### src/hdl/rgcl_params.svh
// constants for the receiver gain control logic
`ifndef RGCL_PARAMS_SVH
`define RGCL_PARAMS_SVH
`define RGCL_OFS_STAGE      8'h12
`define RGCL_OFS_DOWN       8'h13
`define RGCL_OFS_UP         8'h14
`define RGCL_OFS_CTRL       8'h15
`define RGCL_OFS_STATUS     8'h16
`define RGCL_RST_STAGE      8'h75
`define RGCL_RST_GAIN       5'h18
`define RGCL_RST_DOWN       8'h38
`define RGCL_RST_UP         8'h38
`define RGCL_RST_CTRL       8'h01
`define RGCL_BIT_FLOOR      7
`define RGCL_BIT_CEIL       6
`define RGCL_POS_SWPT       4
`define RGCL_BIT_OFF        3
`define RGCL_BIT_CONFIRM    2
`define RGCL_POS_AVG        0
`define RGCL_POS_MARGIN     5
`define RGCL_POS_LEVEL      0
`define RGCL_GAIN_MAX       5'h1f
`define RGCL_SWPT_LOW       5'h0a
`define RGCL_SWPT_HIGH      5'h13
`endif

### src/hdl/rgcl_pkg.sv
// types for the receiver gain control logic
package rgcl_pkg;
  typedef enum logic [1:0] {
    RGCL_AMP2_MIN  = 2'b00,
    RGCL_AMP2_MED  = 2'b01,
    RGCL_AMP2_MAX  = 2'b10,
    RGCL_AMP2_MID  = 2'b11
  } rgcl_amp2_t;
  typedef enum logic [1:0] {
    RGCL_DEC_HOLD = 2'b00,
    RGCL_DEC_UP   = 2'b01,
    RGCL_DEC_DOWN = 2'b10
  } rgcl_dec_t;
endpackage

### src/hdl/rgcl_averager.sv
// magnitude averager over 2, 4, 8 or 16 samples
`timescale 1ns/1ps
`default_nettype none
module rgcl_averager
  import rgcl_pkg::*;
#(
  parameter int MAG_W = 8
) (
  input  wire logic             i_ref_clk,
  input  wire logic             i_reset_n,
  input  wire logic             i_clear,
  input  wire logic [1:0]       i_avg_len,
  input  wire logic             i_valid,
  input  wire logic [MAG_W-1:0] i_mag,
  output logic                  o_done,
  output logic [MAG_W-1:0]      o_avg
);
  logic [MAG_W+3:0] acc_r, acc_nxt;
  logic [3:0]       cnt_r, cnt_nxt;
  logic             done_r, done_nxt;
  logic [MAG_W-1:0] avg_r, avg_nxt;
  logic [3:0]       last;
  logic [MAG_W+3:0] sum;

  always_comb begin
    last     = 4'((5'h2 << i_avg_len) - 5'h1);
    sum      = acc_r + {4'h0, i_mag};
    acc_nxt  = acc_r;
    cnt_nxt  = cnt_r;
    done_nxt = 1'b0;
    avg_nxt  = avg_r;
    if (i_clear) begin
      acc_nxt = '0;
      cnt_nxt = 4'h0;
    end else if (i_valid) begin
      if (cnt_r >= last) begin
        done_nxt = 1'b1;
        // three-bit shift count, 16 samples need a shift of 4
        avg_nxt  = MAG_W'(sum >> ({1'b0, i_avg_len} + 3'd1));
        acc_nxt  = '0;
        cnt_nxt  = 4'h0;
      end else begin
        acc_nxt = sum;
        cnt_nxt = cnt_r + 4'h1;
      end
    end
  end

  always_ff @(posedge i_ref_clk) begin
    if (!i_reset_n) begin
      acc_r  <= '0;
      cnt_r  <= 4'h0;
      done_r <= 1'b0;
      avg_r  <= '0;
    end else begin
      acc_r  <= acc_nxt;
      cnt_r  <= cnt_nxt;
      done_r <= done_nxt;
      avg_r  <= avg_nxt;
    end
  end

  assign o_done = done_r;
  assign o_avg  = avg_r;
endmodule
`default_nettype wire

### src/hdl/rgcl_top.sv
// receiver gain control logic with wishbone register slave
//
// The Wishbone interface to the registers was chosen for this implementation.
`timescale 1ns/1ps
`default_nettype none
`include "rgcl_params.svh"
module rgcl_top
  import rgcl_pkg::*;
#(
  parameter int MAG_W = 8
) (
  input  wire logic             i_ref_clk,
  input  wire logic             i_reset_n,
  input  wire logic             i_wb_cyc,
  input  wire logic             i_wb_stb,
  input  wire logic             i_wb_we,
  input  wire logic [7:0]       i_wb_adr,
  input  wire logic [3:0]       i_wb_sel,
  input  wire logic [31:0]      i_wb_dat,
  output logic [31:0]           o_wb_dat,
  output logic                  o_wb_ack,
  input  wire logic             i_rx_on,
  input  wire logic             i_mag_valid,
  input  wire logic [MAG_W-1:0] i_mag,
  output logic [4:0]            o_gain,
  output logic [1:0]            o_amp2,
  output logic                  o_carrier
);
  // level units of 1.5 dB per step of the averaged magnitude
  logic [7:0]  stage_r, stage_nxt;
  logic [7:0]  down_r, down_nxt;
  logic [7:0]  up_r, up_nxt;
  logic [7:0]  ctrl_r, ctrl_nxt;
  logic        ack_r, ack_nxt;
  logic [31:0] rdat_r, rdat_nxt;
  logic [4:0]  gain_r, gain_nxt;
  logic [1:0]  amp2_r, amp2_nxt;
  logic        carr_r, carr_nxt;
  logic [1:0]  pend_r, pend_nxt;
  logic [2:0]  cs_cnt_r, cs_cnt_nxt;
  logic        avg_done;
  logic [MAG_W-1:0] avg;
  logic        wr;
  logic        rd;
  logic [MAG_W+1:0] up_lvl;
  logic [MAG_W+1:0] down_lvl;
  rgcl_dec_t   dec;

  wire logic       floor_sel = stage_r[`RGCL_BIT_FLOOR];
  wire logic       ceil_sel  = stage_r[`RGCL_BIT_CEIL];
  wire logic [1:0] swpt      = stage_r[`RGCL_POS_SWPT +: 2];
  wire logic       loop_off  = stage_r[`RGCL_BIT_OFF];
  wire logic       confirm   = stage_r[`RGCL_BIT_CONFIRM];
  wire logic [1:0] avg_len   = stage_r[`RGCL_POS_AVG +: 2];
  wire logic [2:0] margin    = down_r[`RGCL_POS_MARGIN +: 3];
  wire logic [4:0] start     = down_r[`RGCL_POS_LEVEL +: 5];
  wire logic [2:0] up_ofs    = up_r[`RGCL_POS_MARGIN +: 3];
  wire logic [4:0] ref_lvl   = up_r[`RGCL_POS_LEVEL +: 5];
  wire logic [1:0] cs_need   = ctrl_r[1:0];

  // byte lane 0 write of an 8-bit register
  function automatic logic [7:0] lane0(input logic [7:0] old,
                                       input logic       en);
    lane0 = (en && i_wb_sel[0]) ? i_wb_dat[7:0] : old;
  endfunction

  // second stage gain from gain setting and range bits
  function automatic logic [1:0] amp2_of(input logic [4:0] g);
    logic       hi;
    hi = 1'b0;
    unique case (swpt)
      2'd0: hi = 1'b1;
      2'd1: hi = g >= `RGCL_SWPT_LOW;
      2'd2: hi = g >= `RGCL_SWPT_HIGH;
      2'd3: hi = 1'b0;
    endcase
    if (floor_sel && !ceil_sel) begin
      unique case (swpt)
        2'd0: amp2_of = RGCL_AMP2_MID;
        2'd1: amp2_of = RGCL_AMP2_MIN;
        2'd2: amp2_of = RGCL_AMP2_MED;
        2'd3: amp2_of = RGCL_AMP2_MAX;
      endcase
    end else if (hi) begin
      amp2_of = ceil_sel ? RGCL_AMP2_MAX : RGCL_AMP2_MED;
    end else begin
      amp2_of = floor_sel ? RGCL_AMP2_MED : RGCL_AMP2_MIN;
    end
  endfunction

  rgcl_averager #(
    .MAG_W (MAG_W)
  ) u_avg (
    .i_ref_clk (i_ref_clk),
    .i_reset_n (i_reset_n),
    .i_clear   (!i_rx_on),
    .i_avg_len (avg_len),
    .i_valid   (i_mag_valid),
    .i_mag     (i_mag),
    .o_done    (avg_done),
    .o_avg     (avg)
  );

  // bus slave
  always_comb begin
    wr        = i_wb_cyc && i_wb_stb && i_wb_we && !ack_r;
    rd        = i_wb_cyc && i_wb_stb && !i_wb_we && !ack_r;
    ack_nxt   = i_wb_cyc && i_wb_stb && !ack_r;
    stage_nxt = lane0(stage_r, wr && i_wb_adr == `RGCL_OFS_STAGE);
    down_nxt  = lane0(down_r, wr && i_wb_adr == `RGCL_OFS_DOWN);
    up_nxt    = lane0(up_r, wr && i_wb_adr == `RGCL_OFS_UP);
    ctrl_nxt  = lane0(ctrl_r, wr && i_wb_adr == `RGCL_OFS_CTRL);
    rdat_nxt  = rdat_r;
    if (rd) begin
      unique case (i_wb_adr)
        `RGCL_OFS_STAGE:  rdat_nxt = {24'h0, stage_r};
        `RGCL_OFS_DOWN:   rdat_nxt = {24'h0, down_r};
        `RGCL_OFS_UP:     rdat_nxt = {24'h0, up_r};
        `RGCL_OFS_CTRL:   rdat_nxt = {24'h0, ctrl_r};
        `RGCL_OFS_STATUS: rdat_nxt = {21'h0, carr_r, amp2_r, gain_r};
        default:          rdat_nxt = 32'h0;
      endcase
    end
  end

  always_ff @(posedge i_ref_clk) begin
    if (!i_reset_n) begin
      stage_r <= `RGCL_RST_STAGE;
      down_r  <= `RGCL_RST_DOWN;
      up_r    <= `RGCL_RST_UP;
      ctrl_r  <= `RGCL_RST_CTRL;
      ack_r   <= 1'b0;
      rdat_r  <= 32'h0;
    end else begin
      stage_r <= stage_nxt;
      down_r  <= down_nxt;
      up_r    <= up_nxt;
      ctrl_r  <= ctrl_nxt;
      ack_r   <= ack_nxt;
      rdat_r  <= rdat_nxt;
    end
  end

  // gain loop
  always_comb begin
    up_lvl   = {2'b00, MAG_W'(ref_lvl)} + {2'b00, MAG_W'(up_ofs)};
    // (margin code 0 is 3 steps of 1.5 dB)
    down_lvl = up_lvl + {2'b00, MAG_W'(margin)} + (MAG_W+2)'(3);
    dec = RGCL_DEC_HOLD;
    if ({2'b00, avg} > down_lvl) begin
      dec = RGCL_DEC_DOWN;
    end else if ({2'b00, avg} < up_lvl && gain_r < start) begin
      dec = RGCL_DEC_UP;
    end
    gain_nxt   = gain_r;
    pend_nxt   = pend_r;
    cs_cnt_nxt = cs_cnt_r;
    carr_nxt   = carr_r;
    if (!i_rx_on || loop_off) begin
      gain_nxt   = start;
      pend_nxt   = RGCL_DEC_HOLD;
      cs_cnt_nxt = 3'h0;
      carr_nxt   = 1'b0;
    end else if (avg_done) begin
      pend_nxt = dec;
      if (dec != RGCL_DEC_HOLD && (!confirm || pend_r == dec)) begin
        pend_nxt = RGCL_DEC_HOLD;
        if (dec == RGCL_DEC_UP) begin
          gain_nxt = gain_r + 5'h1;
        end else if (gain_r != 5'h0) begin
          gain_nxt = gain_r - 5'h1;
        end
      end
      if ({2'b00, avg} >= {2'b00, MAG_W'(ref_lvl)}) begin
        if (cs_cnt_r < {1'b0, cs_need}) begin
          cs_cnt_nxt = cs_cnt_r + 3'h1;
        end else begin
          carr_nxt = 1'b1;
        end
      end else begin
        cs_cnt_nxt = 3'h0;
        carr_nxt   = 1'b0;
      end
    end
    amp2_nxt = amp2_of(gain_nxt);
  end

  always_ff @(posedge i_ref_clk) begin
    if (!i_reset_n) begin
      gain_r   <= `RGCL_RST_GAIN;
      amp2_r   <= 2'h0;
      carr_r   <= 1'b0;
      pend_r   <= 2'h0;
      cs_cnt_r <= 3'h0;
    end else begin
      gain_r   <= gain_nxt;
      amp2_r   <= amp2_nxt;
      carr_r   <= carr_nxt;
      pend_r   <= pend_nxt;
      cs_cnt_r <= cs_cnt_nxt;
    end
  end

  assign o_wb_dat  = rdat_r;
  assign o_wb_ack  = ack_r;
  assign o_gain    = gain_r;
  assign o_amp2    = amp2_r;
  assign o_carrier = carr_r;
endmodule
`default_nettype wire
### config.mk
export PLATFORM = sky130hd
export DESIGN_NAME = rgcl_top
export DESIGN_NICKNAME = d
export VERILOG_FILES = /design/src/hdl/rgcl_pkg.sv /design/src/hdl/rgcl_averager.sv /design/src/hdl/rgcl_top.sv
export VERILOG_INCLUDE_DIRS = /design/src /design/src/hdl
export SDC_FILE = /design/constraint.sdc
export NUM_CORES = 1
export LEC_CHECK = 0
export BUFFER_PORTS_ARGS = -buffer_cell sky130_fd_sc_hd__buf_2
export CAP_MARGIN = 20
export CORE_MARGIN = 3
export CORE_UTILIZATION = 30
export CTS_CLUSTER_SIZE = 16
export DETAILED_ROUTE_END_ITERATION = 10
export PLACE_DENSITY = 0.5
export SYNTH_ARGS = -nofsm -noshare
export SYNTH_HDL_FRONTEND = slang
export SYNTH_SLANG_ARGS = --single-unit
### constraint.sdc
create_clock -name i_ref_clk -period 4.64 [get_ports i_ref_clk]
set_input_delay 0.696 -clock i_ref_clk [delete_from_list [all_inputs] [get_ports i_ref_clk]]
set_output_delay 0.696 -clock i_ref_clk [all_outputs]
set_load 0.1 [all_outputs]
* After elaboration in Yosys (flattened, before gate mapping)
Index checks and enable logic that the tools add are counted.
W data, S select, Z words.
** Storage, ports and cells
- Flip-flop bits (word level) :: 103
- Input port bits :: 59
- Output and inout port bits :: 41
- Word-level logic and storage cells :: 103
** Operators by class
- Add/subtract/negate cells :: 10
- Order comparisons :: 8
- Equal/unequal tests :: 12
- Shift-type cells :: 2
- Multiplexer cells :: 22
- Bitwise operators :: 1
- Reductions and logical operators :: 33
** Operator list (number)
- $eq A8 B5 Y1 const B :: 5
- $pmux W8 S5 :: 1
- $mux W5 :: 5
- $logic_and A1 B1 Y1 :: 17
- $add A12 B8 Y12 :: 1
- $mux W12 :: 1
- $shr A12 B3 Y8 :: 1
- $mux W2 :: 5
- $add A7 B2 Y8 const B :: 1
- $ge A8 B5 Y1 :: 1
- $gt A8 B8 Y1 :: 1
- $lt A8 B6 Y1 :: 1
- $pmux W2 S4 :: 1
- $add A6 B3 Y7 :: 1
- $add A5 B3 Y6 :: 1
- $mux W3 :: 2
- $reduce_and A2 Y1 :: 3
- $reduce_and A3 Y1 :: 2
- $add A5 B1 Y5 const B :: 1
- $ge A5 B4 Y1 const B :: 1
- $ge A5 B5 Y1 const B :: 1
- $logic_not A1 Y1 :: 5
- $lt A5 B5 Y1 :: 1
- $mux W1 :: 5
- other kinds (21) :: 24

* Logic depth before layout (Yosys ltp)
Gate-level depths: netlist (run 1).
- Word-level depth :: 15
- Mapped depth :: 23
- Gate-level depth less buffers :: 23

* Cells and area by module
A second synthesis (run 1) with hierarchy kept.
** Unflattened totals
- Cell total of the unflattened synthesis :: 654
- Area total of the unflattened synthesis :: 5556.6 um^2
** Modules (own cells, without submodules)
- rgcl_top :: times used 1, cells an instance 457, area an instance 3865.0 um^2, sequential area each 1081.0 um^2
- rgcl_averager :: times used 1, cells an instance 197, area an instance 1691.6 um^2, sequential area each 500.5 um^2

* Least setup slack after synthesis (run 1)
No wires, ideal clock.
- Path kind :: register to register
- Start :: register up_r[0]
- End :: register amp2_r[1] (netlist: o_amp2[1])
- Setup time :: 0.139 ns
- Arrival :: 4.283 ns
- Data required time :: 4.501 ns
- Path slack :: 0.218 ns
- Stages on the path, launching flop included :: 20
- Buffers on the path :: 0
- Clock period less this slack :: 4.422 ns
- Cell sequence :: dfxtp_1 ha_1 inv_1 fa_1 xnor2_1 ha_1 ha_1 a21o_1 a21oi_1 or3_1 ha_1 a211oi_1 a21oi_1 a2111oi_2 nand2_1 o221a_1 a21oi_1 a311oi_1 o41ai_2 o32ai_1
** Between the ends
- Word-level cells in the longest chain between the ends :: 15
- Elaborated cells on any way between the ends :: 22
- Those cells by class :: 3 x add/sub; 4 x order compare; 2 x eq/ne; 9 x mux; 4 x reduce/logical
** Ends and longest elaborated chain
- from (decl) :: line rgcl_top.sv:32 : logic [7:0] up_r, up_nxt;
- from (signal assigned) :: line rgcl_top.sv:130 : up_r <= `RGCL_RST_UP;
- from (signal assigned) :: line rgcl_top.sv:137 : up_r <= up_nxt;
- $add A5 B3 Y6 * :: line rgcl_top.sv:146 : up_lvl = {2'b00, MAG_W'(ref_lvl)} + {2'b00, MAG_W'(up_ofs)};
- $add A6 B3 Y7 / $lt A8 B6 Y1 (equally long branches) :: line rgcl_top.sv:148, rgcl_top.sv:152
- $add A7 B2 Y8 / $logic_and A1 B1 Y1 (equally long branches) :: line rgcl_top.sv:148, rgcl_top.sv:152
- $gt A8 B8 Y1 / $mux W1 (equally long branches) :: line rgcl_top.sv:150, rgcl_top.sv:152
- $mux W2 * :: line rgcl_top.sv:150 : if ({2'b00, avg} > down_lvl) begin
- $eq A2 B2 Y1 :: line rgcl_top.sv:166 : if (dec != RGCL_DEC_HOLD && (!confirm || pend_r == dec)) begin
- $logic_or A1 B1 Y1 :: line rgcl_top.sv:166
- $logic_and A1 B1 Y1 :: line rgcl_top.sv:166
- $mux W5 * :: line rgcl_top.sv:166
- $mux W5 * :: line rgcl_top.sv:164 : end else if (avg_done) begin
- $mux W5 * :: line rgcl_top.sv:159 : if (!i_rx_on || loop_off) begin
- $ge A5 B5 Y1 (no line) / $ge A5 B4 Y1 (equally long branches)
- $pmux W1 S4 * :: line rgcl_top.sv:71 : unique case (swpt)
- $mux W2 * :: line rgcl_top.sv:84 : end else if (hi) begin
- $mux W2 * :: line rgcl_top.sv:77 : if (floor_sel && !ceil_sel) begin
- to (signal assigned) :: line rgcl_top.sv:197 : amp2_r <= amp2_nxt;
- to (decl) :: line rgcl_top.sv:37 : logic [1:0] amp2_r, amp2_nxt;
Mark *: on every way between the ends. The rest lies on a longest branch, timed or not.
A chain may end at the register's enable or synchronous reset.

* Final worst setup path (run 1)
- Start :: register up_r[5]
- End :: register amp2_r[0] (netlist: o_amp2[0])
Same word-level chain as after synthesis.

==> impl_metrics.py, run 1 <==
metrics = {
    "routing": {
        "m1WireLength_um": 6772,
        "wl_per_cell_um": 15.58,
        "drt_iter0_markers": 219,
        "met3WireLength_um": 715,
        "drtAntennaViolNets": 0,
        "vias": 4804,
        "drc": 0,
        "routed.top_layer": "met4",
        "drt_wl_total_um": 14700,
        "wl_met2_um": 6947,
        "avgViaCountPerCell": 5.094,
        "first_pass_iters": 5,
    },
    "die": {
        "die_w_um": 139.5,
        "num_rows": 48,
        "ios": 100,
        "dieArea_um2": 19460,
        "core_um2": 17360,
        "initial_utilization_pct": 30.81,
        "die_h_um": 139.5,
    },
    "place": {
        "dp.cells": 924,
        "place.detailed.hpwl_um": 11000,
        "postPlaceCellArea_um2": 5834,
        "port_buffers": 48,
        "pre_cts_slack_ns": -0.2200,
        "routabilityCongestion": 0.8157,
    },
    "timing": {
        "max_slew_margin_pct": 27.13,
        "final_max_slew_viol_count": 0,
        "whs_ns": 0.4563,
        "fmax_mhz": 216.8,
        "fin_setup_tns_ns": 0,
        "hold_viol": 0,
        "finalClockSkew_ns": 0.007337,
        "fin_crit_ns": 4.612,
        "fin_crit_sh_pct": 99.39,
        "finalSetupViolCount": 0,
        "rsz0062_at_grt": "true",
        "tightest_slew_ns": 1.091,
        "fin_ws_ns": 0.02820,
    },
    "critical_path": {
        "crit_required_ns": 4.91,
        "critPathLaunchType": "register",
        "worstPathArrival_ns": 4.88,
        "reg2reg_from": "up_r[5]$_SDFFE_PN1P_",
        "r2r_cells": 26,
        "cp-endpoint": "o_amp2[0]$_SDFF_PN0_",
        "crit_path_start": "up_r[5]$_SDFFE_PN1P_",
        "crit_path_end_kind": "register",
        "path_max_fanout": 5,
        "crit_type": "register to register",
        "reg2reg_to": "o_amp2[0]$_SDFF_PN0_",
        "r2r_setup_slack_ns": 0.03,
    },
    "cells_and_area": {
        "final_cells": 943,
        "syn_to_final_growth_pct": 20.17,
        "nets": 825,
        "final_cell_area_um2": 6426,
        "fill_cells": 1771,
        "diodes": 0,
        "drive_above_1_share_pct": 21.03,
    },
    "power": {
        "power_density_nw_per_um2": 262.1,
        "p_leak_nw": 2.787,
        "peakVddDrop_mv": 0.1798,
    },
    "global_route": {
        "grt_remaining_overflow": 0,
        "antenna_found_initial": 0,
        "grt_pass1_wl_um": 23980,
        "grt_use_total_pct": 15.14,
        "first_global_vias": 4800,
        "grt_max_degree": 28,
    },
    "hold_path": {
        "hp-class": "register to register",
    },
    "clocking": {
        "cts_made_buffers": 9,
        "cts.reportedPaths.clkPinSlew_ns": 0.06,
        "cts-root-buf": "clkbuf_16",
        "insertion_delay_ns": 0.34,
        "cts_sinks": 79,
        "cts_tree": "yes",
        "htree_levels": 3,
        "cts_buffer_depth": 2,
    },
    "synth": {
        "syn-instance-count": 654,
        "yosysTopAreaCell": "dfxtp_1",
        "synth-warning-count": 0,
        "synthArstFlopShare_pct": 0,
        "synth-edff-count": 0,
        "syn-cell-area_um2": 5348,
        "synthDistinctLibCells": 67,
        "synth_top_area_share_pct": 29.57,
        "yosysMostFrequentCell": "dfxtp_1",
        "synth-seq-cells": 79,
        "synth_ff_type": "dfxtp_1",
        "syn_avg_cell_area_um2": 8.177,
        "synth_common_cells": "79 x dfxtp_1, 73 x nor2_1, 60 x nand2_1",
        "seq_area_frac_synth_pct": 29.57,
        "synth_area_leaders": "dfxtp_1 30%, ha_1 11%, mux2i_1 7.3%",
    },
    "job": {
        "cap_violations": 0,
    },
    "outcome": {
        "status": "finished clean",
    },
}
report_power, final:
part	switching (mW)	internal (mW)	leakage, nW
Combinational	0.208	0.0578	2.00
Sequential	0.00912	0.687	0.639
Clock	0.280	0.442	0.145
Total	0.497	1.19	2.79
cells in the final DEF, fill, tap and decap left out, drive strengths merged, types with 11 or more instances in the layout:
cell type | synthesis | final
a211oi | 15 | 15
a21oi | 44 | 44
buf | 27 | 76
clkbuf | 23 | 12
conb | 1 | 24
dfxtp | 79 | 79
ha | 49 | 49
inv | 44 | 44
mux2i | 39 | 39
nand2 | 60 | 60
nand2b | 12 | 12
nand3 | 13 | 13
nor2 | 73 | 73
nor3 | 11 | 11
o21ai | 43 | 43
sequential cells by signal (all words and copies together) (netlist names):
register,cells
u_avg.o_avg,8
pend_r,2
o_carrier,1
o_wb_ack,1
u_avg.o_done,1
o_wb_dat,8
up_r,8
stage_r,8
o_gain,5
o_amp2,2
cs_cnt_r,3
u_avg.cnt_r,4
u_avg.acc_r,12
down_r,8
ctrl_r,8
per-stage QoR:
step / util (%) / total power [mW]
4_1_cts: 36.58 / 1.704
3_3_place_gp: 33.61 / 0.9689
3_5_place_dp: 33.61 / 0.9727
2_1_floorplan: - / 0.9337
5_1_grt: 37.02 / 1.756
6_report: 37.02 / 1.684
how the worst min path moves through the flow:
stage	start	end	cells past startpoint
finish	o_amp2[1]$_SDFF_PN0_	o_wb_dat[6]$_SDFFE_PN0P_	2
global route	o_amp2[1]$_SDFF_PN0_	o_wb_dat[6]$_SDFFE_PN0P_	2
CTS	o_amp2[1]$_SDFF_PN0_	o_wb_dat[6]$_SDFFE_PN0P_	2
detailed placement	o_amp2[1]$_SDFF_PN0_	o_wb_dat[6]$_SDFFE_PN0P_	2
global placement	o_amp2[1]$_SDFF_PN0_	o_wb_dat[6]$_SDFFE_PN0P_	2
floorplan	cs_cnt_r[2]$_SDFFE_PP0P_	cs_cnt_r[2]$_SDFFE_PP0P_	2
routing by layer:
| layer | vias to the layer above | track usage, % |
|---|---|---|
| li1 | 2384 | - |
| met1 | 2303 | 19.27 |
| met2 | 96 | 24.96 |
| met3 | 21 | 3.780 |
| met5 | - | 0 |
| met4 | 0 | 5.355 |
worst max-delay path, stage by stage (launching register included):
cell and delay (ns):
dfxtp_2 0.35, ha_4 0.14, inv_2 0.03, fa_2 0.55, ha_4 0.20, inv_2 0.06
ha_4 0.12, inv_2 0.03, fa_2 0.35, inv_2 0.07, a21oi_2 0.05, nor2_1 0.13
xor2_1 0.09, ha_1 0.34, nand4b_4 0.17, a21oi_4 0.26, buf_6 0.15, o21ai_4 0.08
buf_6 0.13, buf_4 0.13, nor2_4 0.08, o21ai_2 0.06, a21oi_2 0.17, a22oi_2 0.10
o41ai_2 0.32, buf_4 0.18, mux2i_1 0.17
repair_timing:
item                       in CTS  in global routing
hold buffers                    0                  0
gates cloned                    0                  0
setup endpoints to repair       2                  2
setup buffers                   3                  1
resized for setup              44                 12
pin swaps                      25                 20
cell families after synthesis:
| group | synth area share, % |
|---|---|
| simple gates | 17.95 |
| buf+inv | 8.727 |
| mux | 9.195 |
| flops | 29.57 |
| fa+ha+maj | 12.59 |
| other cells | 0.07012 |
| xor+xnor | 2.784 |
| compound gates | 19.12 |
layout make-up:
type / count / area (um2) / area share, %
tap: 225 / 281.5 / 4.381
timing repair buffer: 76 / 465.4 / 7.243
clock buffer: 12 / 256.5 / 3.991
multi-input combinational: 504 / 3631 / 56.50
inverter: 44 / 165.2 / 2.570
sequential: 79 / 1584 / 24.65
clock inverter: 3 / 42.54 / 0.6620
Power figures use the tool's default switching activity.
==> inputs of run 2 (changes only) <==
--- a/config.mk
+++ b/config.mk
@@ -8,11 +8,13 @@
 export LEC_CHECK = 0
 export BUFFER_PORTS_ARGS = -buffer_cell sky130_fd_sc_hd__buf_2
 export CAP_MARGIN = 20
+export CELL_PAD_IN_SITES_DETAIL_PLACEMENT = 2
+export CELL_PAD_IN_SITES_GLOBAL_PLACEMENT = 2
 export CORE_MARGIN = 3
 export CORE_UTILIZATION = 30
 export CTS_CLUSTER_SIZE = 16
 export DETAILED_ROUTE_END_ITERATION = 10
-export PLACE_DENSITY = 0.5
+export PLACE_DENSITY = 0.77
 export SYNTH_ARGS = -nofsm -noshare
 export SYNTH_HDL_FRONTEND = slang
 export SYNTH_SLANG_ARGS = --single-unit
==> impl_metrics.py, run 2 (synthesis gave the netlist of run 1 again) <==
metrics = {
    "clocking": {
        "cts_tree": "yes",
        "htree_levels": 3,
        "cts_sinks": 79,
        "cts_buffer_depth": 2,
        "insertion_delay_ns": 0.35,
        "cts_made_buffers": 9,
        "ctsHoldBuffers": 0,
        "cts-root-buf": "clkbuf_16",
        "cts.reportedPaths.clkPinSlew_ns": 0.07,
    },
    "die": {
        "die_h_um": 139.5,
        "core_um2": 17360,
        "ios": 100,
        "dieArea_um2": 19460,
        "num_rows": 48,
        "initial_utilization_pct": 30.81,
        "die_w_um": 139.5,
    },
    "cells_and_area": {
        "final_cells": 955,
        "nets": 836,
        "layout_commonest_cell": "dfxtp_1",
        "regMostFlops": "u_avg.acc_r",
        "drive_above_1_share_pct": 22.88,
        "largest_reg_flops": 12,
        "syn_to_final_growth_pct": 22.56,
        "final_util_pct": 37.76,
        "mostFrequentLayoutCells": "77 x dfxtp_1, 70 x nor2_1, 57 x nand2_1",
        "fill_cells": 1959,
        "diodes": 0,
    },
    "critical_path": {
        "r2r_cells": 24,
        "crit_family": "adder cells",
        "worstPathArrival_ns": 5.08,
        "path_buf_inv": 6,
        "crit_required_ns": 4.92,
        "crit_type": "register to register",
        "path_max_fanout": 4,
        "critPathLaunchType": "register",
        "crit_cells": 24,
        "max_stage_delay_ns": 0.41,
        "r2r_setup_slack_ns": -0.16,
        "crit_chain": "ha_4 -> inv_2 -> fa_2 -> xnor2_4 -> ha_4 -> inv_4 -> fa_2 -> inv_2 -> a21oi_2 -> nor2_2 -> xor2_1 -> ha_1 -> nand4b_4 -> a21oi_4 -> buf_6 -> a2111oi_4 -> buf_4 -> nand4_1 -> o211ai_1 -> o211ai_1 -> a221o_1 -> o41ai_2 -> buf_4 -> mux2i_1",
        "crit_path_end_kind": "register",
        "cp_slowest_cell": "fa_2",
    },
    "job": {
        "cap_violations": 0,
    },
    "global_route": {
        "grt_pass1_wl_um": 30980,
        "grt_use_total_pct": 19.81,
        "grt_max_degree": 28,
        "grt_remaining_overflow": 0,
        "first_global_vias": 5674,
        "antenna_found_initial": 0,
    },
    "timing": {
        "hold_viol": 0,
        "max_slew_margin_pct": 27.42,
        "rsz0062_at_grt": "true",
        "fin_crit_ns": 4.802,
        "tightest_slew_ns": 1.083,
        "fin_setup_tns_ns": -0.2878,
        "finalClockSkew_ns": 0.009397,
        "finalSetupViolCount": 2,
        "fin_crit_sh_pct": 103.5,
        "fmax_mhz": 208.2,
        "final_max_slew_viol_count": 0,
        "fin_ws_ns": -0.1623,
    },
    "hold_path": {
        "hp-class": "register to register",
        "hold_depth": 2,
    },
    "routing": {
        "routed.top_layer": "met4",
        "wl_met2_um": 10500,
        "wl_per_cell_um": 21.02,
        "drtAntennaViolNets": 0,
        "drt_wl_total_um": 20070,
        "m1WireLength_um": 8491,
        "avgViaCountPerCell": 5.290,
        "vias": 5052,
        "drt_iter0_markers": 204,
        "first_pass_iters": 4,
        "drc": 0,
        "met3WireLength_um": 528,
    },
    "power": {
        "p_leak_nw": 2.858,
        "power_density_nw_per_um2": 256.5,
        "peakVddDrop_mv": 0.1654,
    },
    "place": {
        "port_buffers": 48,
        "pre_cts_slack_ns": -0.3967,
        "dp.cells": 923,
        "place.detailed.hpwl_um": 13840,
        "routabilityCongestion": 0.8283,
    },
    "outcome": {
        "violations": "setup timing",
        "status": "finished, violations left",
    },
}
-- run 2: changes by cell type in the layout (fill, tap and decap cells not counted), sizes merged --
cell    delta
buf       +11
clkinv     +3
clkbuf     -2
-- run 2: final timing paths --
check,from,to
max,up_r[5]$_SDFFE_PN1P_,o_amp2[0]$_SDFF_PN0_
min,o_amp2[1]$_SDFF_PN0_,o_wb_dat[6]$_SDFFE_PN0P_
min reg2reg,o_amp2[1]$_SDFF_PN0_,o_wb_dat[6]$_SDFFE_PN0P_
max reg2reg,up_r[5]$_SDFFE_PN1P_,o_amp2[0]$_SDFF_PN0_
-- run 2: metal layers --
metal  track usage [%]  up-vias
met2             36.23       90
met3             3.333       35
met1             23.78     2526
met5                 0        -
met4             5.664        0
li1                  -     2401
-- run 2: what timing repair did --
item | 4_1_cts | 5_1_grt
endpoints found under the setup margin | 3 | 6
pin swaps | 36 | 25
setup buffers | 12 | 5
hold endpoints to repair | 0 | 0
resized for setup | 46 | 22
-- run 2: final cells by class --
type	instances	area [um2]	share of cell area, %
clock inverters	6	61.31	0.9355
repair buffers	87	553.0	8.438
well taps	225	281.5	4.296
clock buffers	10	229.0	3.494
flip-flops and latches	79	1587	24.21
inverters	44	170.2	2.596
multi-input cells	504	3672	56.03
-- run 2: stage by stage --
stage               power [mW]  area (um2)  hold slack, ns
floorplan               0.9337        5434          0.4381
global placement        0.9688        5827          0.4384
detailed placement      0.9780        5827          0.4605
CTS                      1.696        6407          0.4653
global route             1.757        6554          0.5097
finish                   1.681        6554          0.4622
-- run 2: report_power, final --
| group | switching [mW] | internal [mW] | leakage (nW) |
|---|---|---|---|
| Combinational | 0.215 | 0.0613 | 2.08 |
| Clock | 0.294 | 0.415 | 0.142 |
| Sequential | 0.00949 | 0.686 | 0.640 |
| Total | 0.519 | 1.16 | 2.86 |
-- run 2: tightest hold or removal path, delay by kind of cell, from the launching register on --
kind	cells	cell delay [ns]
DFF	1	0.31
AOI/OAI and AO/OA	1	0.05
and+or+nand+nor	1	0.06
==> inputs of run 3 (changes only) <==
--- a/config.mk
+++ b/config.mk
@@ -12,6 +12,7 @@
 export CELL_PAD_IN_SITES_GLOBAL_PLACEMENT = 2
 export CORE_MARGIN = 3
 export CORE_UTILIZATION = 30
+export CTS_BUF_LIST = sky130_fd_sc_hd__clkbuf_8
 export CTS_CLUSTER_SIZE = 16
 export DETAILED_ROUTE_END_ITERATION = 10
 export PLACE_DENSITY = 0.77
==> impl_metrics.py, run 3 (synthesis gave the netlist of run 1 again) <==
metrics = {
    "global_route": {
        "grt_remaining_overflow": 0,
        "antenna_found_initial": 0,
        "grt_use_total_pct": 19.42,
        "grt_max_degree": 28,
        "grt_pass1_wl_um": 30330,
        "first_global_vias": 5609,
    },
    "cells_and_area": {
        "drive_above_1_share_pct": 21.98,
        "layout_commonest_cell": "dfxtp_1",
        "diodes": 0,
        "nets": 834,
        "regMostFlops": "u_avg.acc_r",
        "fill_cells": 1978,
        "largest_reg_flops": 12,
        "syn_to_final_growth_pct": 19.56,
        "mostFrequentLayoutCells": "77 x dfxtp_1, 70 x nor2_1, 58 x nand2_1",
    },
    "critical_path": {
        "r2r_cells": 20,
        "reg2reg_to": "o_amp2[0]$_SDFF_PN0_",
        "path_max_fanout": 4,
        "reg2reg_from": "up_r[5]$_SDFFE_PN1P_",
        "r2r_setup_slack_ns": -0.07,
        "critPathLaunchType": "register",
        "worstPathArrival_ns": 5.03,
        "crit_required_ns": 4.96,
        "crit_path_end_kind": "register",
        "crit_type": "register to register",
    },
    "hold_path": {
        "holdPathEnd": "o_wb_dat[6]$_SDFFE_PN0P_",
        "holdCritStartpoint": "o_amp2[1]$_SDFF_PN0_",
        "hp-class": "register to register",
        "hold_depth": 2,
    },
    "job": {
        "cap_violations": 0,
    },
    "power": {
        "p_seq_share_pct": 46.8,
        "power_density_nw_per_um2": 232.2,
        "power.total_mw": 1.485,
        "p_switching_mw": 0.4933,
        "sw_frac_of_total_pct": 33.22,
        "peakVddDrop_mv": 0.1166,
        "internal-power_mw": 0.9914,
        "comb_power_share_pct": 18.4,
        "pwr-share-clk_pct": 34.7,
        "p_leak_nw": 2.807,
    },
    "die": {
        "die_w_um": 139.5,
        "initial_utilization_pct": 30.81,
        "dieArea_um2": 19460,
        "core_um2": 17360,
        "num_rows": 48,
        "ios": 100,
        "die_h_um": 139.5,
    },
    "routing": {
        "wl_met2_um": 9819,
        "met3WireLength_um": 497,
        "avgViaCountPerCell": 5.262,
        "drc": 0,
        "m1WireLength_um": 8053,
        "first_pass_iters": 4,
        "drt_wl_total_um": 18790,
        "routed.top_layer": "met4",
        "wl_per_cell_um": 19.72,
        "drtAntennaViolNets": 0,
        "vias": 5015,
        "drt_iter0_markers": 208,
    },
    "timing": {
        "rsz0062_at_grt": "true",
        "hold_viol": 0,
        "fmax_mhz": 212.4,
        "finalSetupViolCount": 2,
        "fin_crit_sh_pct": 101.5,
        "fin_ws_ns": -0.06899,
        "max_slew_margin_pct": 29.94,
        "finalClockSkew_ns": 0.01622,
        "whs_ns": 0.4533,
        "final_max_slew_viol_count": 0,
        "tightest_slew_ns": 1.045,
        "fin_crit_ns": 4.709,
        "fin_setup_tns_ns": -0.1141,
    },
    "clocking": {
        "cts_buffer_depth": 2,
        "ctsHoldBuffers": 0,
        "htree_levels": 3,
        "cts-root-buf": "clkbuf_8",
        "cts_made_buffers": 9,
        "insertion_delay_ns": 0.39,
        "cts_tree": "yes",
        "cts_sinks": 79,
        "cts.reportedPaths.clkPinSlew_ns": 0.09,
    },
    "place": {
        "routabilityCongestion": 0.8283,
        "port_buffers": 48,
        "place.detailed.hpwl_um": 13840,
        "pre_cts_slack_ns": -0.3967,
    },
    "outcome": {
        "status": "finished, violations left",
        "violations": "setup timing",
    },
}
-- run 3: cell types whose count changed in the layout (fill, tap and decap cells not counted), moves of 2 or more --
| cell | change |
|---|---|
| clkbuf_16 | -9 |
| clkbuf_8 | +9 |
| buf_6 | -4 |
| ha_1 | +2 |
| ha_4 | -2 |
| inv_1 | +2 |
| nand2_2 | -2 |
-- run 3: final cells by class --
class	count	area [um2]	share of cell area, %
tap	225	281.5	4.403
inverter	44	167.7	2.622
clock inverter	7	65.06	1.018
clock buffer	9	123.9	1.937
multi-input combinational	504	3636	56.87
timing repair buffer	85	535.5	8.376
sequential	79	1584	24.77
-- run 3: layer usage --
layer,global-route usage (%),vias up
li1,-,2394
met2,35.85,80
met4,5.407,0
met3,3.162,32
met5,0,-
met1,23.15,2509
-- run 3: per-stage QoR --
step | cells | cell area, um2 | utilization (%)
finish | 953 | 6394 | 36.84
CTS | 949 | 6291 | 36.25
global route | 953 | 6394 | 36.84
floorplan | 677 | 5434 | -
detailed placement | 923 | 5827 | 33.57
global placement | 923 | 5827 | 33.57
-- run 3: worst max-delay path, cell delays in order (launching register included) --
cell and delay, ns:
dfxtp_2 0.37, ha_4 0.15, inv_2 0.04, fa_2 0.37, xnor2_2 0.16, ha_1 0.37, ha_4 0.29, a21o_1 0.12
a21oi_2 0.07, or3_4 0.39, ha_4 0.31, nand4b_4 0.15, a21oi_4 0.27, a211oi_4 0.12, a211o_2 0.32, o211ai_1 0.21
o211ai_1 0.14, a221o_1 0.38, o41ai_2 0.06, buf_4 0.18, mux2i_1 0.17
-- run 3: how the worst max path moves through the flow --
stage | start | to | slack (ns) | cells after the start
global placement | up_r[5]$_SDFFE_PN1P_ | o_amp2[0]$_SDFF_PN0_ | -0.20 | 20
detailed placement | up_r[5]$_SDFFE_PN1P_ | o_amp2[0]$_SDFF_PN0_ | -0.40 | 20
global route | up_r[5]$_SDFFE_PN1P_ | o_amp2[0]$_SDFF_PN0_ | -0.26 | 23
floorplan | up_r[0]$_SDFFE_PN0P_ | o_amp2[1]$_SDFF_PN0_ | 0.22 | 19
CTS | up_r[5]$_SDFFE_PN1P_ | o_amp2[0]$_SDFF_PN0_ | -0.01 | 25
finish | up_r[5]$_SDFFE_PN1P_ | o_amp2[0]$_SDFF_PN0_ | -0.07 | 20
-- run 3: what timing repair did --
action,4_1_cts,5_1_grt
pin swaps,28,19
resized for setup,45,14
setup buffers,10,5
setup endpoints to repair,3,3
-- run 3: power by group through the flow --
stage	Combinational [mW]	Clock, mW	Sequential (mW)
detailed placement	0.266	0	0.712
global route	0.293	0.563	0.697
floorplan	0.191	0	0.743
CTS	0.273	0.535	0.696
finish	0.274	0.515	0.696
global placement	0.258	0	0.711
